`src/logic/dsci_pkg.sv`:
```
package dsci_pkg;
   localparam int unsigned CLK_FREQ_HZ = 200_000_000;
   localparam int unsigned BAUD_DEFAULT = 9600;
   localparam int unsigned BIT_CYCLES_DEFAULT = CLK_FREQ_HZ / BAUD_DEFAULT;
   localparam int unsigned CHAR_BITS = 10;
   localparam int unsigned GAP_CHARS_X10 = 35;
   localparam int unsigned GAP_CYCLES_DEFAULT =
      BIT_CYCLES_DEFAULT * CHAR_BITS * GAP_CHARS_X10 / 10;
   localparam logic [2:0] RX_LAST_BIT = 3'h7;

   localparam logic [7:0] NODE_ADDR_DEFAULT = 8'h01;
   localparam logic [7:0] FUNC_WRITE_SINGLE = 8'h06;
   localparam logic [5:0] FRAME_BYTES = 6'h08;
   localparam logic [5:0] MAX_FRAME_BYTES = 6'h20;
   localparam logic [5:0] CNT_SAT = 6'h21;
   localparam logic [15:0] CRC_INIT = 16'hFFFF;
   localparam logic [15:0] CRC_POLY = 16'hA001;
   localparam logic [15:0] CRC_RESIDUE = 16'h0000;

   localparam logic [15:0] REG_RUN_CMD = 16'h2501;
   localparam logic [15:0] REG_SPEED_REF = 16'h2502;
   localparam logic [15:0] PAR_RUN_SRC = 16'h0002;
   localparam logic [15:0] PAR_FREQ_SRC = 16'h0005;
   localparam logic [15:0] PAR_STOP_METHOD = 16'h0709;
   localparam logic [15:0] PAR_REV_LOCK = 16'h1101;
   localparam logic [15:0] PAR_DISPLAY_UNIT = 16'h1603;

   localparam int unsigned CMD_FWD_BIT = 0;
   localparam int unsigned CMD_REV_BIT = 1;
   localparam logic [15:0] SPEED_REF_MAX = 16'h9C40;
   localparam logic [15:0] RUN_SRC_MAX = 16'h0003;
   localparam logic [15:0] FREQ_SRC_MAX = 16'h0005;
   localparam logic [15:0] STOP_METHOD_MAX = 16'h0001;
   localparam logic [15:0] REV_LOCK_MAX = 16'h0002;

   localparam logic [2:0] FSRC_KEYPAD = 3'h0;
   localparam logic [2:0] FSRC_ANALOG = 3'h1;
   localparam logic [2:0] FSRC_UPDOWN = 3'h2;
   localparam logic [2:0] FSRC_COMM = 3'h3;
   localparam logic [2:0] FSRC_PULSE = 3'h4;
   localparam logic [2:0] FSRC_PID = 3'h5;
   localparam logic [1:0] RSRC_KEYPAD = 2'h0;
   localparam logic [1:0] RSRC_TERMINAL = 2'h1;
   localparam logic [1:0] RSRC_COMM = 2'h2;
   localparam logic [1:0] RSRC_SEQ = 2'h3;
   localparam logic STOP_DECEL = 1'b0;
   localparam logic [1:0] REV_LOCK_ON = 2'h1;

   localparam logic [15:0] DISP_HZ_CODE = 16'h0000;
   localparam logic [15:0] DISP_PCT_CODE = 16'h0001;
   localparam logic [15:0] DISP_RPM_MAX = 16'h0026;
   localparam logic [15:0] DISP_USER0_MIN = 16'h0028;
   localparam logic [15:0] DISP_USER0_MAX = 16'h270F;
   localparam logic [15:0] DISP_USER1_MIN = 16'h2711;
   localparam logic [15:0] DISP_USER1_MAX = 16'h4E1F;
   localparam logic [15:0] DISP_USER2_MIN = 16'h4E21;
   localparam logic [15:0] DISP_USER2_MAX = 16'h752F;
   localparam logic [15:0] DISP_USER3_MIN = 16'h7531;
   localparam logic [15:0] DISP_USER3_MAX = 16'h9C3F;

   localparam logic [7:0] ERR_NONE = 8'h00;
   localparam logic [7:0] ERR_UNSUPPORTED = 8'h01;
   localparam logic [7:0] ERR_CHECK = 8'h02;
   localparam logic [7:0] ERR_TOO_LONG = 8'h03;
   localparam logic [7:0] ERR_LENGTH = 8'h05;
   localparam logic [7:0] ERR_RANGE = 8'h0A;

   typedef enum logic [1:0] {RX_IDLE, RX_START, RX_DATA, RX_STOP}
      dsci_rx_state_e;
   typedef enum logic [1:0] {DISP_HZ, DISP_PCT, DISP_RPM, DISP_USER}
      dsci_disp_kind_e;

   typedef struct packed {
      logic run;
      logic rev;
   } dsci_run_req_s;

   typedef struct packed {
      logic [15:0] keypad;
      logic [15:0] analog;
      logic [15:0] updown;
      logic [15:0] pulse;
      logic [15:0] pid;
   } dsci_freq_in_s;

   typedef struct packed {
      dsci_disp_kind_e kind;
      logic [1:0] decimals;
   } dsci_disp_s;

   typedef struct packed {
      logic run_stop_point;
      logic direction_point;
      logic relay_output_one;
      logic relay_output_two;
      logic relay_output_three;
      logic [7:0] error_code;
   } dsci_fb_status_s;
endpackage

```
`src/logic/dsci_top.sv`:
```
// Overview of operation
// - frequency source picks speed reference origin
// - run source picks run/stop command origin
// - link speed used only when source is comm
// - speed word is 0.01 Hz, max 400 Hz
// - command bit0 runs forward, bit1 reverse
// - command word zero stops via stop method
// - two-byte CRC16 checked before acting
// - reset link: node 1, 9600, 8N1
// - link sets speed, commands, writes parameters
// - display codes 0 Hz, 1 %, 2-38 rpm
// - codes 40-39999 user scale, 0-3 decimals
// - run and direction points writable, relays read-only
// - fieldbus error codes 01,02,03,05,10
// - error 00 until identify after power-up
// - keypad run starts forward, direction key toggles
// - stop key stops per stop method
// - reverse lock 1 blocks reverse commands
// - frequency source resets to keypad
`timescale 1ns/1ps
`default_nettype none
module dsci_top #(
   parameter int unsigned BIT_CYCLES = dsci_pkg::BIT_CYCLES_DEFAULT,
   parameter int unsigned GAP_CYCLES = dsci_pkg::GAP_CYCLES_DEFAULT,
   parameter logic [7:0] NODE_ADDR = dsci_pkg::NODE_ADDR_DEFAULT
) (
   input wire logic SYS_CLK_IN,
   input wire logic SYS_RST_IN,
   input wire logic SERIAL_RX_IN,
   input wire logic KEY_RUN_IN,
   input wire logic KEY_STOP_IN,
   input wire logic DIRECTION_KEY_IN,
   input wire dsci_pkg::dsci_run_req_s TERM_REQ_IN,
   input wire dsci_pkg::dsci_run_req_s SEQ_REQ_IN,
   input wire dsci_pkg::dsci_freq_in_s FREQ_IN,
   input wire logic [2:0] RELAY_STATE_IN,
   input wire logic FB_IDENTIFY_IN,
   input wire logic FB_RUN_WR_IN,
   input wire logic FB_DIR_WR_IN,
   input wire logic FB_WR_VALUE_IN,
   output logic RUN_OUT,
   output logic REVERSE_OUT,
   output logic STOP_COAST_OUT,
   output logic [15:0] SPEED_REF_OUT,
   output logic [15:0] RUN_CMD_WORD_OUT,
   output logic [15:0] SPEED_REF_WORD_OUT,
   output logic [2:0] FREQ_SRC_OUT,
   output logic [1:0] RUN_SRC_OUT,
   output var dsci_pkg::dsci_disp_s DISPLAY_OUT,
   output var dsci_pkg::dsci_fb_status_s FB_STATUS_OUT,
   output logic FRAME_DONE_OUT
);
   localparam int unsigned GW = $clog2(GAP_CYCLES + 1);
   localparam logic [GW-1:0] GAP_LAST = GW'(GAP_CYCLES - 1);

   function automatic logic [15:0] crc_step(input logic [15:0] c,
                                            input logic [7:0] b);
      logic [15:0] r;
      r = c ^ {8'h00, b};
      for (int i = 0; i < 8; i++) begin
         r = r[0] ? ((r >> 1) ^ dsci_pkg::CRC_POLY) : (r >> 1);
      end
      return r;
   endfunction

   function automatic logic disp_ok(input logic [15:0] v);
      return v <= dsci_pkg::DISP_RPM_MAX ||
         (v >= dsci_pkg::DISP_USER0_MIN && v <= dsci_pkg::DISP_USER0_MAX) ||
         (v >= dsci_pkg::DISP_USER1_MIN && v <= dsci_pkg::DISP_USER1_MAX) ||
         (v >= dsci_pkg::DISP_USER2_MIN && v <= dsci_pkg::DISP_USER2_MAX) ||
         (v >= dsci_pkg::DISP_USER3_MIN && v <= dsci_pkg::DISP_USER3_MAX);
   endfunction

   function automatic dsci_pkg::dsci_disp_s disp_decode(input logic [15:0] v);
      dsci_pkg::dsci_disp_s d;
      d.decimals = 2'h2;
      if (v == dsci_pkg::DISP_HZ_CODE) d.kind = dsci_pkg::DISP_HZ;
      else if (v == dsci_pkg::DISP_PCT_CODE) d.kind = dsci_pkg::DISP_PCT;
      else if (v <= dsci_pkg::DISP_RPM_MAX) begin
         d.kind = dsci_pkg::DISP_RPM;
         d.decimals = 2'h0;
      end else begin
         d.kind = dsci_pkg::DISP_USER;
         if (v <= dsci_pkg::DISP_USER0_MAX) d.decimals = 2'h0;
         else if (v <= dsci_pkg::DISP_USER1_MAX) d.decimals = 2'h1;
         else if (v <= dsci_pkg::DISP_USER2_MAX) d.decimals = 2'h2;
         else d.decimals = 2'h3;
      end
      return d;
   endfunction

   ////////////////////////////////////////////////////////////////////////
   logic [7:0] rx_byte;
   logic rx_valid, rx_ferr;

   dsci_uart_rx #(.BIT_CYCLES(BIT_CYCLES)) u_rx (
      .clk_in(SYS_CLK_IN),
      .rst_in(SYS_RST_IN),
      .rxd_in(SERIAL_RX_IN),
      .data_out(rx_byte),
      .valid_out(rx_valid),
      .frame_err_out(rx_ferr)
   );

   logic [7:0] frame_q [8];
   logic [5:0] cnt_q;
   logic [15:0] crc_q;
   logic ferr_q;
   logic [GW-1:0] gap_q;
   logic frame_end;

   // frame closes after a silence of three and a half characters
   assign frame_end = cnt_q != '0 && gap_q == GAP_LAST && !rx_valid;

   always_ff @(posedge SYS_CLK_IN) begin
      if (SYS_RST_IN) begin
         cnt_q <= '0;
         crc_q <= dsci_pkg::CRC_INIT;
         ferr_q <= 1'b0;
         gap_q <= '0;
      end else if (rx_valid) begin
         gap_q <= '0;
         if (cnt_q != dsci_pkg::CNT_SAT) cnt_q <= cnt_q + 1'b1;
         crc_q <= crc_step(crc_q, rx_byte);
         ferr_q <= ferr_q | rx_ferr;
      end else if (frame_end) begin
         cnt_q <= '0;
         crc_q <= dsci_pkg::CRC_INIT;
         ferr_q <= 1'b0;
         gap_q <= '0;
      end else if (cnt_q != '0) begin
         gap_q <= gap_q + 1'b1;
      end
   end

   always_ff @(posedge SYS_CLK_IN) begin
      if (rx_valid && cnt_q < dsci_pkg::FRAME_BYTES) begin
         frame_q[cnt_q[2:0]] <= rx_byte;
      end
   end

   ////////////////////////////////////////////////////////////////////////
   logic [15:0] reg_addr, reg_val;
   logic [7:0] err_d;
   logic for_us, range_ok;

   // address and value arrive high byte first
   assign reg_addr = {frame_q[2], frame_q[3]};
   assign reg_val = {frame_q[4], frame_q[5]};
   assign for_us = frame_end && frame_q[0] == NODE_ADDR;

   always_comb begin
      unique case (reg_addr)
         dsci_pkg::REG_RUN_CMD: range_ok = 1'b1;
         dsci_pkg::REG_SPEED_REF:
            range_ok = reg_val <= dsci_pkg::SPEED_REF_MAX;
         dsci_pkg::PAR_RUN_SRC: range_ok = reg_val <= dsci_pkg::RUN_SRC_MAX;
         dsci_pkg::PAR_FREQ_SRC: range_ok = reg_val <= dsci_pkg::FREQ_SRC_MAX;
         dsci_pkg::PAR_STOP_METHOD:
            range_ok = reg_val <= dsci_pkg::STOP_METHOD_MAX;
         dsci_pkg::PAR_REV_LOCK: range_ok = reg_val <= dsci_pkg::REV_LOCK_MAX;
         dsci_pkg::PAR_DISPLAY_UNIT: range_ok = disp_ok(reg_val);
         default: range_ok = 1'b0;
      endcase
   end

   always_comb begin
      if (cnt_q > dsci_pkg::MAX_FRAME_BYTES) err_d = dsci_pkg::ERR_TOO_LONG;
      else if (cnt_q != dsci_pkg::FRAME_BYTES) err_d = dsci_pkg::ERR_LENGTH;
      else if (crc_q != dsci_pkg::CRC_RESIDUE || ferr_q)
         err_d = dsci_pkg::ERR_CHECK;
      else if (frame_q[1] != dsci_pkg::FUNC_WRITE_SINGLE)
         err_d = dsci_pkg::ERR_UNSUPPORTED;
      else if (!range_ok) err_d = dsci_pkg::ERR_RANGE;
      else err_d = dsci_pkg::ERR_NONE;
   end

   logic wr;
   assign wr = for_us && err_d == dsci_pkg::ERR_NONE;

   ////////////////////////////////////////////////////////////////////////
   logic [15:0] cmd_q, spd_q, disp_code_q;
   logic [2:0] freq_src_q;
   logic [1:0] run_src_q, rev_lock_q;
   logic stop_method_q;

   always_ff @(posedge SYS_CLK_IN) begin
      if (SYS_RST_IN) begin
         spd_q <= '0;
         freq_src_q <= dsci_pkg::FSRC_KEYPAD;
         run_src_q <= dsci_pkg::RSRC_KEYPAD;
         stop_method_q <= dsci_pkg::STOP_DECEL;
         rev_lock_q <= '0;
         disp_code_q <= dsci_pkg::DISP_HZ_CODE;
      end else if (wr) begin
         unique case (reg_addr)
            dsci_pkg::REG_SPEED_REF: spd_q <= reg_val;
            dsci_pkg::PAR_RUN_SRC: run_src_q <= reg_val[1:0];
            dsci_pkg::PAR_FREQ_SRC: freq_src_q <= reg_val[2:0];
            dsci_pkg::PAR_STOP_METHOD: stop_method_q <= reg_val[0];
            dsci_pkg::PAR_REV_LOCK: rev_lock_q <= reg_val[1:0];
            dsci_pkg::PAR_DISPLAY_UNIT: disp_code_q <= reg_val;
            default: ;
         endcase
      end
   end

   localparam int unsigned CMD_FWD_IDX = dsci_pkg::CMD_FWD_BIT;
   localparam int unsigned CMD_REV_IDX = dsci_pkg::CMD_REV_BIT;

   // link writes win over fieldbus point writes in the same cycle
   always_ff @(posedge SYS_CLK_IN) begin
      if (SYS_RST_IN) begin
         cmd_q <= '0;
      end else if (wr && reg_addr == dsci_pkg::REG_RUN_CMD) begin
         cmd_q <= reg_val;
      end else if (FB_RUN_WR_IN) begin
         cmd_q[CMD_FWD_IDX] <= FB_WR_VALUE_IN && !REVERSE_OUT;
         cmd_q[CMD_REV_IDX] <= FB_WR_VALUE_IN && REVERSE_OUT;
      end else if (FB_DIR_WR_IN && (cmd_q[CMD_FWD_IDX] || cmd_q[CMD_REV_IDX]))
      begin
         cmd_q[CMD_FWD_IDX] <= !FB_WR_VALUE_IN;
         cmd_q[CMD_REV_IDX] <= FB_WR_VALUE_IN;
      end
   end
   ////////////////////////////////////////////////////////////////////////
   logic kp_run_q, kp_rev_q, kp_sel;
   assign kp_sel = run_src_q == dsci_pkg::RSRC_KEYPAD;

   always_ff @(posedge SYS_CLK_IN) begin
      if (SYS_RST_IN) begin
         kp_run_q <= 1'b0;
         kp_rev_q <= 1'b0;
      end else if (kp_sel) begin
         if (KEY_STOP_IN) begin
            kp_run_q <= 1'b0;
         end else if (KEY_RUN_IN && !kp_run_q) begin
            kp_run_q <= 1'b1;
            kp_rev_q <= 1'b0;
         end else if (DIRECTION_KEY_IN &&
                      (kp_rev_q || rev_lock_q != dsci_pkg::REV_LOCK_ON)) begin
            kp_rev_q <= !kp_rev_q;
         end
      end
   end

   dsci_pkg::dsci_run_req_s req;
   logic blocked;
   always_comb begin
      unique case (run_src_q)
         dsci_pkg::RSRC_KEYPAD: req = '{run: kp_run_q, rev: kp_rev_q};
         dsci_pkg::RSRC_TERMINAL: req = TERM_REQ_IN;
         // either bit runs; reverse takes precedence when both set
         dsci_pkg::RSRC_COMM: req = '{run: cmd_q[CMD_FWD_IDX] ||
            cmd_q[CMD_REV_IDX], rev: cmd_q[CMD_REV_IDX]};
         dsci_pkg::RSRC_SEQ: req = SEQ_REQ_IN;
      endcase
   end
   assign blocked = req.rev && rev_lock_q == dsci_pkg::REV_LOCK_ON;

   always_ff @(posedge SYS_CLK_IN) begin
      if (SYS_RST_IN) begin
         RUN_OUT <= 1'b0;
         REVERSE_OUT <= 1'b0;
         STOP_COAST_OUT <= dsci_pkg::STOP_DECEL;
      end else begin
         RUN_OUT <= req.run && !blocked;
         REVERSE_OUT <= req.rev && !blocked;
         STOP_COAST_OUT <= stop_method_q;
      end
   end

   always_ff @(posedge SYS_CLK_IN) begin
      if (SYS_RST_IN) begin
         SPEED_REF_OUT <= '0;
      end else begin
         unique case (freq_src_q)
            dsci_pkg::FSRC_ANALOG: SPEED_REF_OUT <= FREQ_IN.analog;
            dsci_pkg::FSRC_UPDOWN: SPEED_REF_OUT <= FREQ_IN.updown;
            dsci_pkg::FSRC_COMM: SPEED_REF_OUT <= spd_q;
            dsci_pkg::FSRC_PULSE: SPEED_REF_OUT <= FREQ_IN.pulse;
            dsci_pkg::FSRC_PID: SPEED_REF_OUT <= FREQ_IN.pid;
            default: SPEED_REF_OUT <= FREQ_IN.keypad;
         endcase
      end
   end

   ////////////////////////////////////////////////////////////////////////
   logic identified_q;
   logic [7:0] err_q;

   always_ff @(posedge SYS_CLK_IN) begin
      if (SYS_RST_IN) begin
         identified_q <= 1'b0;
         err_q <= dsci_pkg::ERR_NONE;
      end else begin
         if (FB_IDENTIFY_IN) identified_q <= 1'b1;
         if (for_us) err_q <= err_d;
      end
   end

   always_ff @(posedge SYS_CLK_IN) begin
      if (SYS_RST_IN) begin
         FB_STATUS_OUT <= '0;
         RUN_CMD_WORD_OUT <= '0;
         SPEED_REF_WORD_OUT <= '0;
         FREQ_SRC_OUT <= dsci_pkg::FSRC_KEYPAD;
         RUN_SRC_OUT <= dsci_pkg::RSRC_KEYPAD;
         DISPLAY_OUT <= '{kind: dsci_pkg::DISP_HZ, decimals: 2'h2};
         FRAME_DONE_OUT <= 1'b0;
      end else begin
         FB_STATUS_OUT.run_stop_point <= RUN_OUT;
         FB_STATUS_OUT.direction_point <= REVERSE_OUT;
         FB_STATUS_OUT.relay_output_one <= RELAY_STATE_IN[0];
         FB_STATUS_OUT.relay_output_two <= RELAY_STATE_IN[1];
         FB_STATUS_OUT.relay_output_three <= RELAY_STATE_IN[2];
         FB_STATUS_OUT.error_code <=
            identified_q ? err_q : dsci_pkg::ERR_NONE;
         RUN_CMD_WORD_OUT <= cmd_q;
         SPEED_REF_WORD_OUT <= spd_q;
         FREQ_SRC_OUT <= freq_src_q;
         RUN_SRC_OUT <= run_src_q;
         DISPLAY_OUT <= disp_decode(disp_code_q);
         FRAME_DONE_OUT <= wr;
      end
   end

   ////////////////////////////////////////////////////////////////////////
   logic comm_run;
   assign comm_run = run_src_q == dsci_pkg::RSRC_COMM &&
      rev_lock_q != dsci_pkg::REV_LOCK_ON;
endmodule
`default_nettype wire

```
`src/logic/dsci_uart_rx.sv`:
```
`timescale 1ns/1ps
`default_nettype none
module dsci_uart_rx #(
   parameter int unsigned BIT_CYCLES = dsci_pkg::BIT_CYCLES_DEFAULT
) (
   input wire logic clk_in,
   input wire logic rst_in,
   input wire logic rxd_in,
   output logic [7:0] data_out,
   output logic valid_out,
   output logic frame_err_out
);
   localparam int unsigned CW = $clog2(BIT_CYCLES + 1);
   localparam logic [CW-1:0] FULL = CW'(BIT_CYCLES - 1);
   localparam logic [CW-1:0] HALF = CW'(BIT_CYCLES / 2 - 1);

   dsci_pkg::dsci_rx_state_e state_q;
   logic [CW-1:0] cnt_q;
   logic [2:0] bit_q;

   // 8N1, lsb first, each bit sampled at its centre
   always_ff @(posedge clk_in) begin
      if (rst_in) begin
         state_q <= dsci_pkg::RX_IDLE;
         cnt_q <= '0;
         bit_q <= '0;
         data_out <= '0;
         valid_out <= 1'b0;
         frame_err_out <= 1'b0;
      end else begin
         valid_out <= 1'b0;
         frame_err_out <= 1'b0;
         unique case (state_q)
            dsci_pkg::RX_IDLE: begin
               cnt_q <= '0;
               if (!rxd_in) state_q <= dsci_pkg::RX_START;
            end
            dsci_pkg::RX_START: begin
               if (cnt_q == HALF) begin
                  cnt_q <= '0;
                  bit_q <= '0;
                  // a short low glitch is not a start bit
                  state_q <= rxd_in ? dsci_pkg::RX_IDLE : dsci_pkg::RX_DATA;
               end else cnt_q <= cnt_q + 1'b1;
            end
            dsci_pkg::RX_DATA: begin
               if (cnt_q == FULL) begin
                  cnt_q <= '0;
                  data_out <= {rxd_in, data_out[7:1]};
                  if (bit_q == dsci_pkg::RX_LAST_BIT) begin
                     state_q <= dsci_pkg::RX_STOP;
                  end else bit_q <= bit_q + 1'b1;
               end else cnt_q <= cnt_q + 1'b1;
            end
            dsci_pkg::RX_STOP: begin
               if (cnt_q == FULL) begin
                  state_q <= dsci_pkg::RX_IDLE;
                  valid_out <= 1'b1;
                  frame_err_out <= !rxd_in;
               end else cnt_q <= cnt_q + 1'b1;
            end
         endcase
      end
   end
endmodule
`default_nettype wire

```
`config.mk`:
```
export PLATFORM = sky130hd
export DESIGN_NAME = dsci_top
export DESIGN_NICKNAME = d
export VERILOG_FILES = /design/src/logic/dsci_pkg.sv /design/src/logic/dsci_top.sv /design/src/logic/dsci_uart_rx.sv
export SDC_FILE = /design/constraint.sdc
export NUM_CORES = 1
export LEC_CHECK = 0
export CORE_ASPECT_RATIO = 1.5
export CORE_MARGIN = 3
export CORE_UTILIZATION = 36
export CTS_CLUSTER_DIAMETER = 100
export DETAILED_ROUTE_END_ITERATION = 16
export DONT_BUFFER_PORTS = 1
export PLACE_DENSITY = 0.48
export SYNTH_ARGS = -nofsm -noshare
export SYNTH_HDL_FRONTEND = slang
export SYNTH_SLANG_ARGS = --single-unit
```
`constraint.sdc`:
```
create_clock -name SYS_CLK_IN -period 3.5 [get_ports SYS_CLK_IN]
set_clock_uncertainty 0.05 [all_clocks]
set_input_delay 0.175 -clock SYS_CLK_IN [delete_from_list [all_inputs] [get_ports SYS_CLK_IN]]
set_output_delay 0.175 -clock SYS_CLK_IN [all_outputs]
set_load 0.05 [all_outputs]
```
==> qor.csv <==
stage,metric,value,unit
yosys,syn_inst,1130,
global_routing,grt_pass1_wl,43100,um
yosys,synthDistinctLibCells,69,
clock_network,htree_levels,1,
detailed_routing,first_pass_iters,7,
worst_setup_path,crit_type,reg2reg,
flow_run,cap_violations,0,
worst_setup_path,critPathCaptureType,register,
yosys,synthArstFlopShare,0,%
placed_design,dp_cells,1481,
detailed_routing,wirelength,27500,um
clock_network,cts_sinks,254,
run_status,violations,negative hold slack,
finish,fin_nets,1266,
worst_hold_path,hp-class,in2reg,
yosys,synth_flop_cell,dfxtp_1,
worst_setup_path,reg2regPathDepth,11,
timing,fmax,0.336,GHz
clock_network,numCtsBuffers,27,
timing,setup_viol,0,
finish,drive_gt1_share,7.72,%
worst_hold_path,min_path_cells,2,
worst_setup_path,cp.required,3.83,ns
timing,hold-worst-slack,-0.0185,ns
global_routing,antenna_found_initial,0,
yosys,yosysSeqAreaShare,51.0,%
global_routing,grt-ovfl-total,0,
finish,fillers,2938,
clock_network,cts_buffer_depth,3,
finish,insertedDiodeCount,0,
placed_design,dp_hpwl,19000,um
detailed_routing,vias_per_cell,5.08,
timing,worst-slew-pin-transition,0.997,ns
finish,syn_to_final_growth,15.3,%
detailed_routing,antenna_left,0,
clock_network,clk_pin_slew,0.06,ns
floorplan,rows,77,
placed_design,globalplace.congestion,0.809,
timing,min_period_over_period,84.9,%
timing,final_max_slew_viol_count,0,
timing,setup_tns,0,ns
yosys,synth_area_per_cell,9.66,um2
clock_network,insertion_delay,0.54,ns
finish,instances_no_fill,1574,
power,cellLeakagePower,4.77,nW
floorplan,die_h,219,um
detailed_routing,avgRoutedWirePerCell,17.5,um
yosys,synth_edf_count,48,
worst_setup_path,crit_arrival,3.30,ns
floorplan,ios,171,
worst_setup_path,critPathLaunchType,register,
global_routing,grt_max_degree,152,
placed_design,io_buffers,0,
global_routing,track_usage,16.3,%
floorplan,core_area,29700,um2
worst_setup_path,cp_max_fo,14,
power,max-vdd-ir-drop,0.328,mV
detailed_routing,vias,8001,
timing,grt_setup_unrepaired,false,
floorplan,dieArea,32500,um2
timing,slew_headroom,33.4,%
clock_network,cts_resized,0,
floorplan,initial_core_util,36.8,%
yosys,ys_ff_latch,254,
finish,multi_input_area,4920,um2
detailed_routing,drc,0,
power,powerDensity,473,nW/um2
timing,hold_viol_final,2,
timing,fin_crit,2.97,ns
yosys,yosysWarnings,0,
yosys,syn_area,10900,um2
detailed_routing,initialDrtViolationCount,403,
floorplan,dieWidth,148,um
finish,seq_area,5570,um2
run_status,status,"complete, but fails checks",
clock_network,root_buffer,clkbuf_16,
clock_network,cts_tree,yes,
global_routing,grt_pass1_vias,8049,
-- Yosys cell counts (5+ instances only) --
master / number / share of area [%]
mux2i_1: 63 / 5.8
nor4b_1: 7 / 0.56
dfxtp_1: 206 / 38
o22ai_1: 8 / 0.46
nor2_1: 158 / 5.4
or3_1: 13 / 0.74
mux2_2: 8 / 0.83
nor3_1: 40 / 1.8
nor3b_1: 6 / 0.41
ha_1: 9 / 1.0
buf_6: 6 / 0.62
or2_2: 6 / 0.34
clkbuf_1: 47 / 1.6
nor2b_1: 54 / 3.1
a21oi_1: 74 / 3.4
o22a_1: 5 / 0.40
buf_1: 7 / 0.24
and2_1: 5 / 0.29
nand3_1: 25 / 1.1
nand2_1: 50 / 1.7
nand4b_1: 5 / 0.40
mux2_4: 7 / 0.96
nand4_1: 5 / 0.29
o21ai_0: 30 / 1.4
and3_1: 11 / 0.63
o21a_1: 11 / 0.76
xor2_1: 26 / 2.1
xnor2_1: 26 / 2.1
edfxtp_1: 48 / 13
inv_1: 35 / 1.2
a21o_1: 8 / 0.55
a211oi_1: 6 / 0.41
a22oi_1: 7 / 0.48
nor4_1: 16 / 0.92
nand2b_1: 32 / 1.8
-- final timing paths --
path | start | end | slack (ns)
hold reg to reg | stop_method_q | STOP_COAST_OUT | 0.41
hold / removal | SYS_RST_IN | cnt_q[0] | -0.02
setup / recovery | cnt_q[1] | cmd_q[12] | 0.53
setup reg to reg | cnt_q[1] | cmd_q[12] | 0.53
-- placed cells by master, fill, tap and decap left out, types with 6 or more instances in the layout --
cell type and n:
nand2b_1 32, nor3_1 40, mux2_4 7, mux2i_1 63, nor2_1 158, a211oi_1 6, or3_1 13, edfxtp_1 48
o22ai_1 8, o21ai_0 30, o21a_1 11, ha_1 9, inv_1 35, xor2_1 26, dfxtp_1 206, nand2_1 50
a21o_1 8, nor4b_1 7, clkbuf_8 9, and3_1 11, or2_2 6, dlygate4sd3_1 44, buf_4 19, xnor2_1 26
nand3_1 25, clkbuf_16 27, nor2b_1 54, nor3b_1 6, a21oi_1 74, a22oi_1 7, mux2_2 8, nor4_1 16
-- kinds of logic (layout without fill, tap and decap cells) --
kind of cell / after synthesis / in the layout / share of synthesized area, %
AND/OR/NAND/NOR: 454 / 454 / 21.6
flip-flops: 254 / 254 / 51.0
AO/OA/AOI/OAI: 180 / 180 / 10.4
buffers and inverters: 101 / 147 / 4.04
multiplexers: 79 / 79 / 7.77
XOR/XNOR: 52 / 52 / 4.17
adder cells (fa/ha/maj): 9 / 9 / 1.03
other: 1 / 4 / 0.0343
-- flip-flops by register name, summed over array words and instances (netlist names), 4 cells and up, named ones only --
signal and count:
disp_code_q 16, err_q 4, gap_q 20, u_rx.cnt_q 15, cnt_q 6, SPEED_REF_WORD_OUT 16, SPEED_REF_OUT 16, crc_q 16
RUN_CMD_WORD_OUT 16, spd_q 16, frame_q 48, cmd_q 16, u_rx.data_out 8, FB_STATUS_OUT 9, DISPLAY_OUT 4
-- critical path, cell delays in order, from the launching register on --
cell	delay, ns
dfxtp_1	0.36
inv_1	0.14
ha_1	0.17
or3b_1	0.39
o311ai_1	0.32
nor3_1	0.09
buf_4	0.19
and4_1	0.34
nand3_2	0.18
buf_4	0.29
mux2i_1	0.23
nor2_1	0.05
-- final cells by class --
| class | instances | share of cell area (%) |
|---|---|---|
| tap | 395 | 3.93 |
| timing repair buffer | 64 | 4.85 |
| clock inverter | 7 | 0.328 |
| sequential | 254 | 44.2 |
| inverter | 35 | 1.04 |
| multi-input combinational | 778 | 39.1 |
| clock buffer | 41 | 6.50 |
-- what timing repair did --
| action | 4_1_cts | 5_1_grt |
|---|---|---|
| hold buffers | 45 | 0 |
| setup buffers | 0 | 0 |
| hold endpoints to repair | 175 | 0 |
-- through the flow --
stage	power [mW]	utilization [%]	cell area (um2)	worst slack [ns]
after floorplan	3.21	-	10900	0.971
after global placement	3.20	37.9	11300	0.667
after detailed placement	3.21	37.9	11300	0.594
after CTS	6.05	42.4	12600	0.541
after global routing	6.18	42.4	12600	0.312
final	5.95	42.4	12600	0.527
-- per-layer routing --
metal | global-route usage (%) | routed length (um) | vias up
li1 | - | - | 3996
met1 | 16.3 | 10100 | 3753
met2 | 33.2 | 15200 | 206
met3 | 2.77 | 1380 | 46
met4 | 5.61 | 788 | 0
met5 | 0 | 0 | -
-- report_power, final --
| part | leakage (nW) | internal, mW | switching [mW] |
|---|---|---|---|
| clock network | 0.427 | 1.60 | 1.14 |
| logic | 2.24 | 0.0742 | 0.0890 |
| registers | 2.10 | 2.99 | 0.0599 |
(Power assumes the default switching activity.)
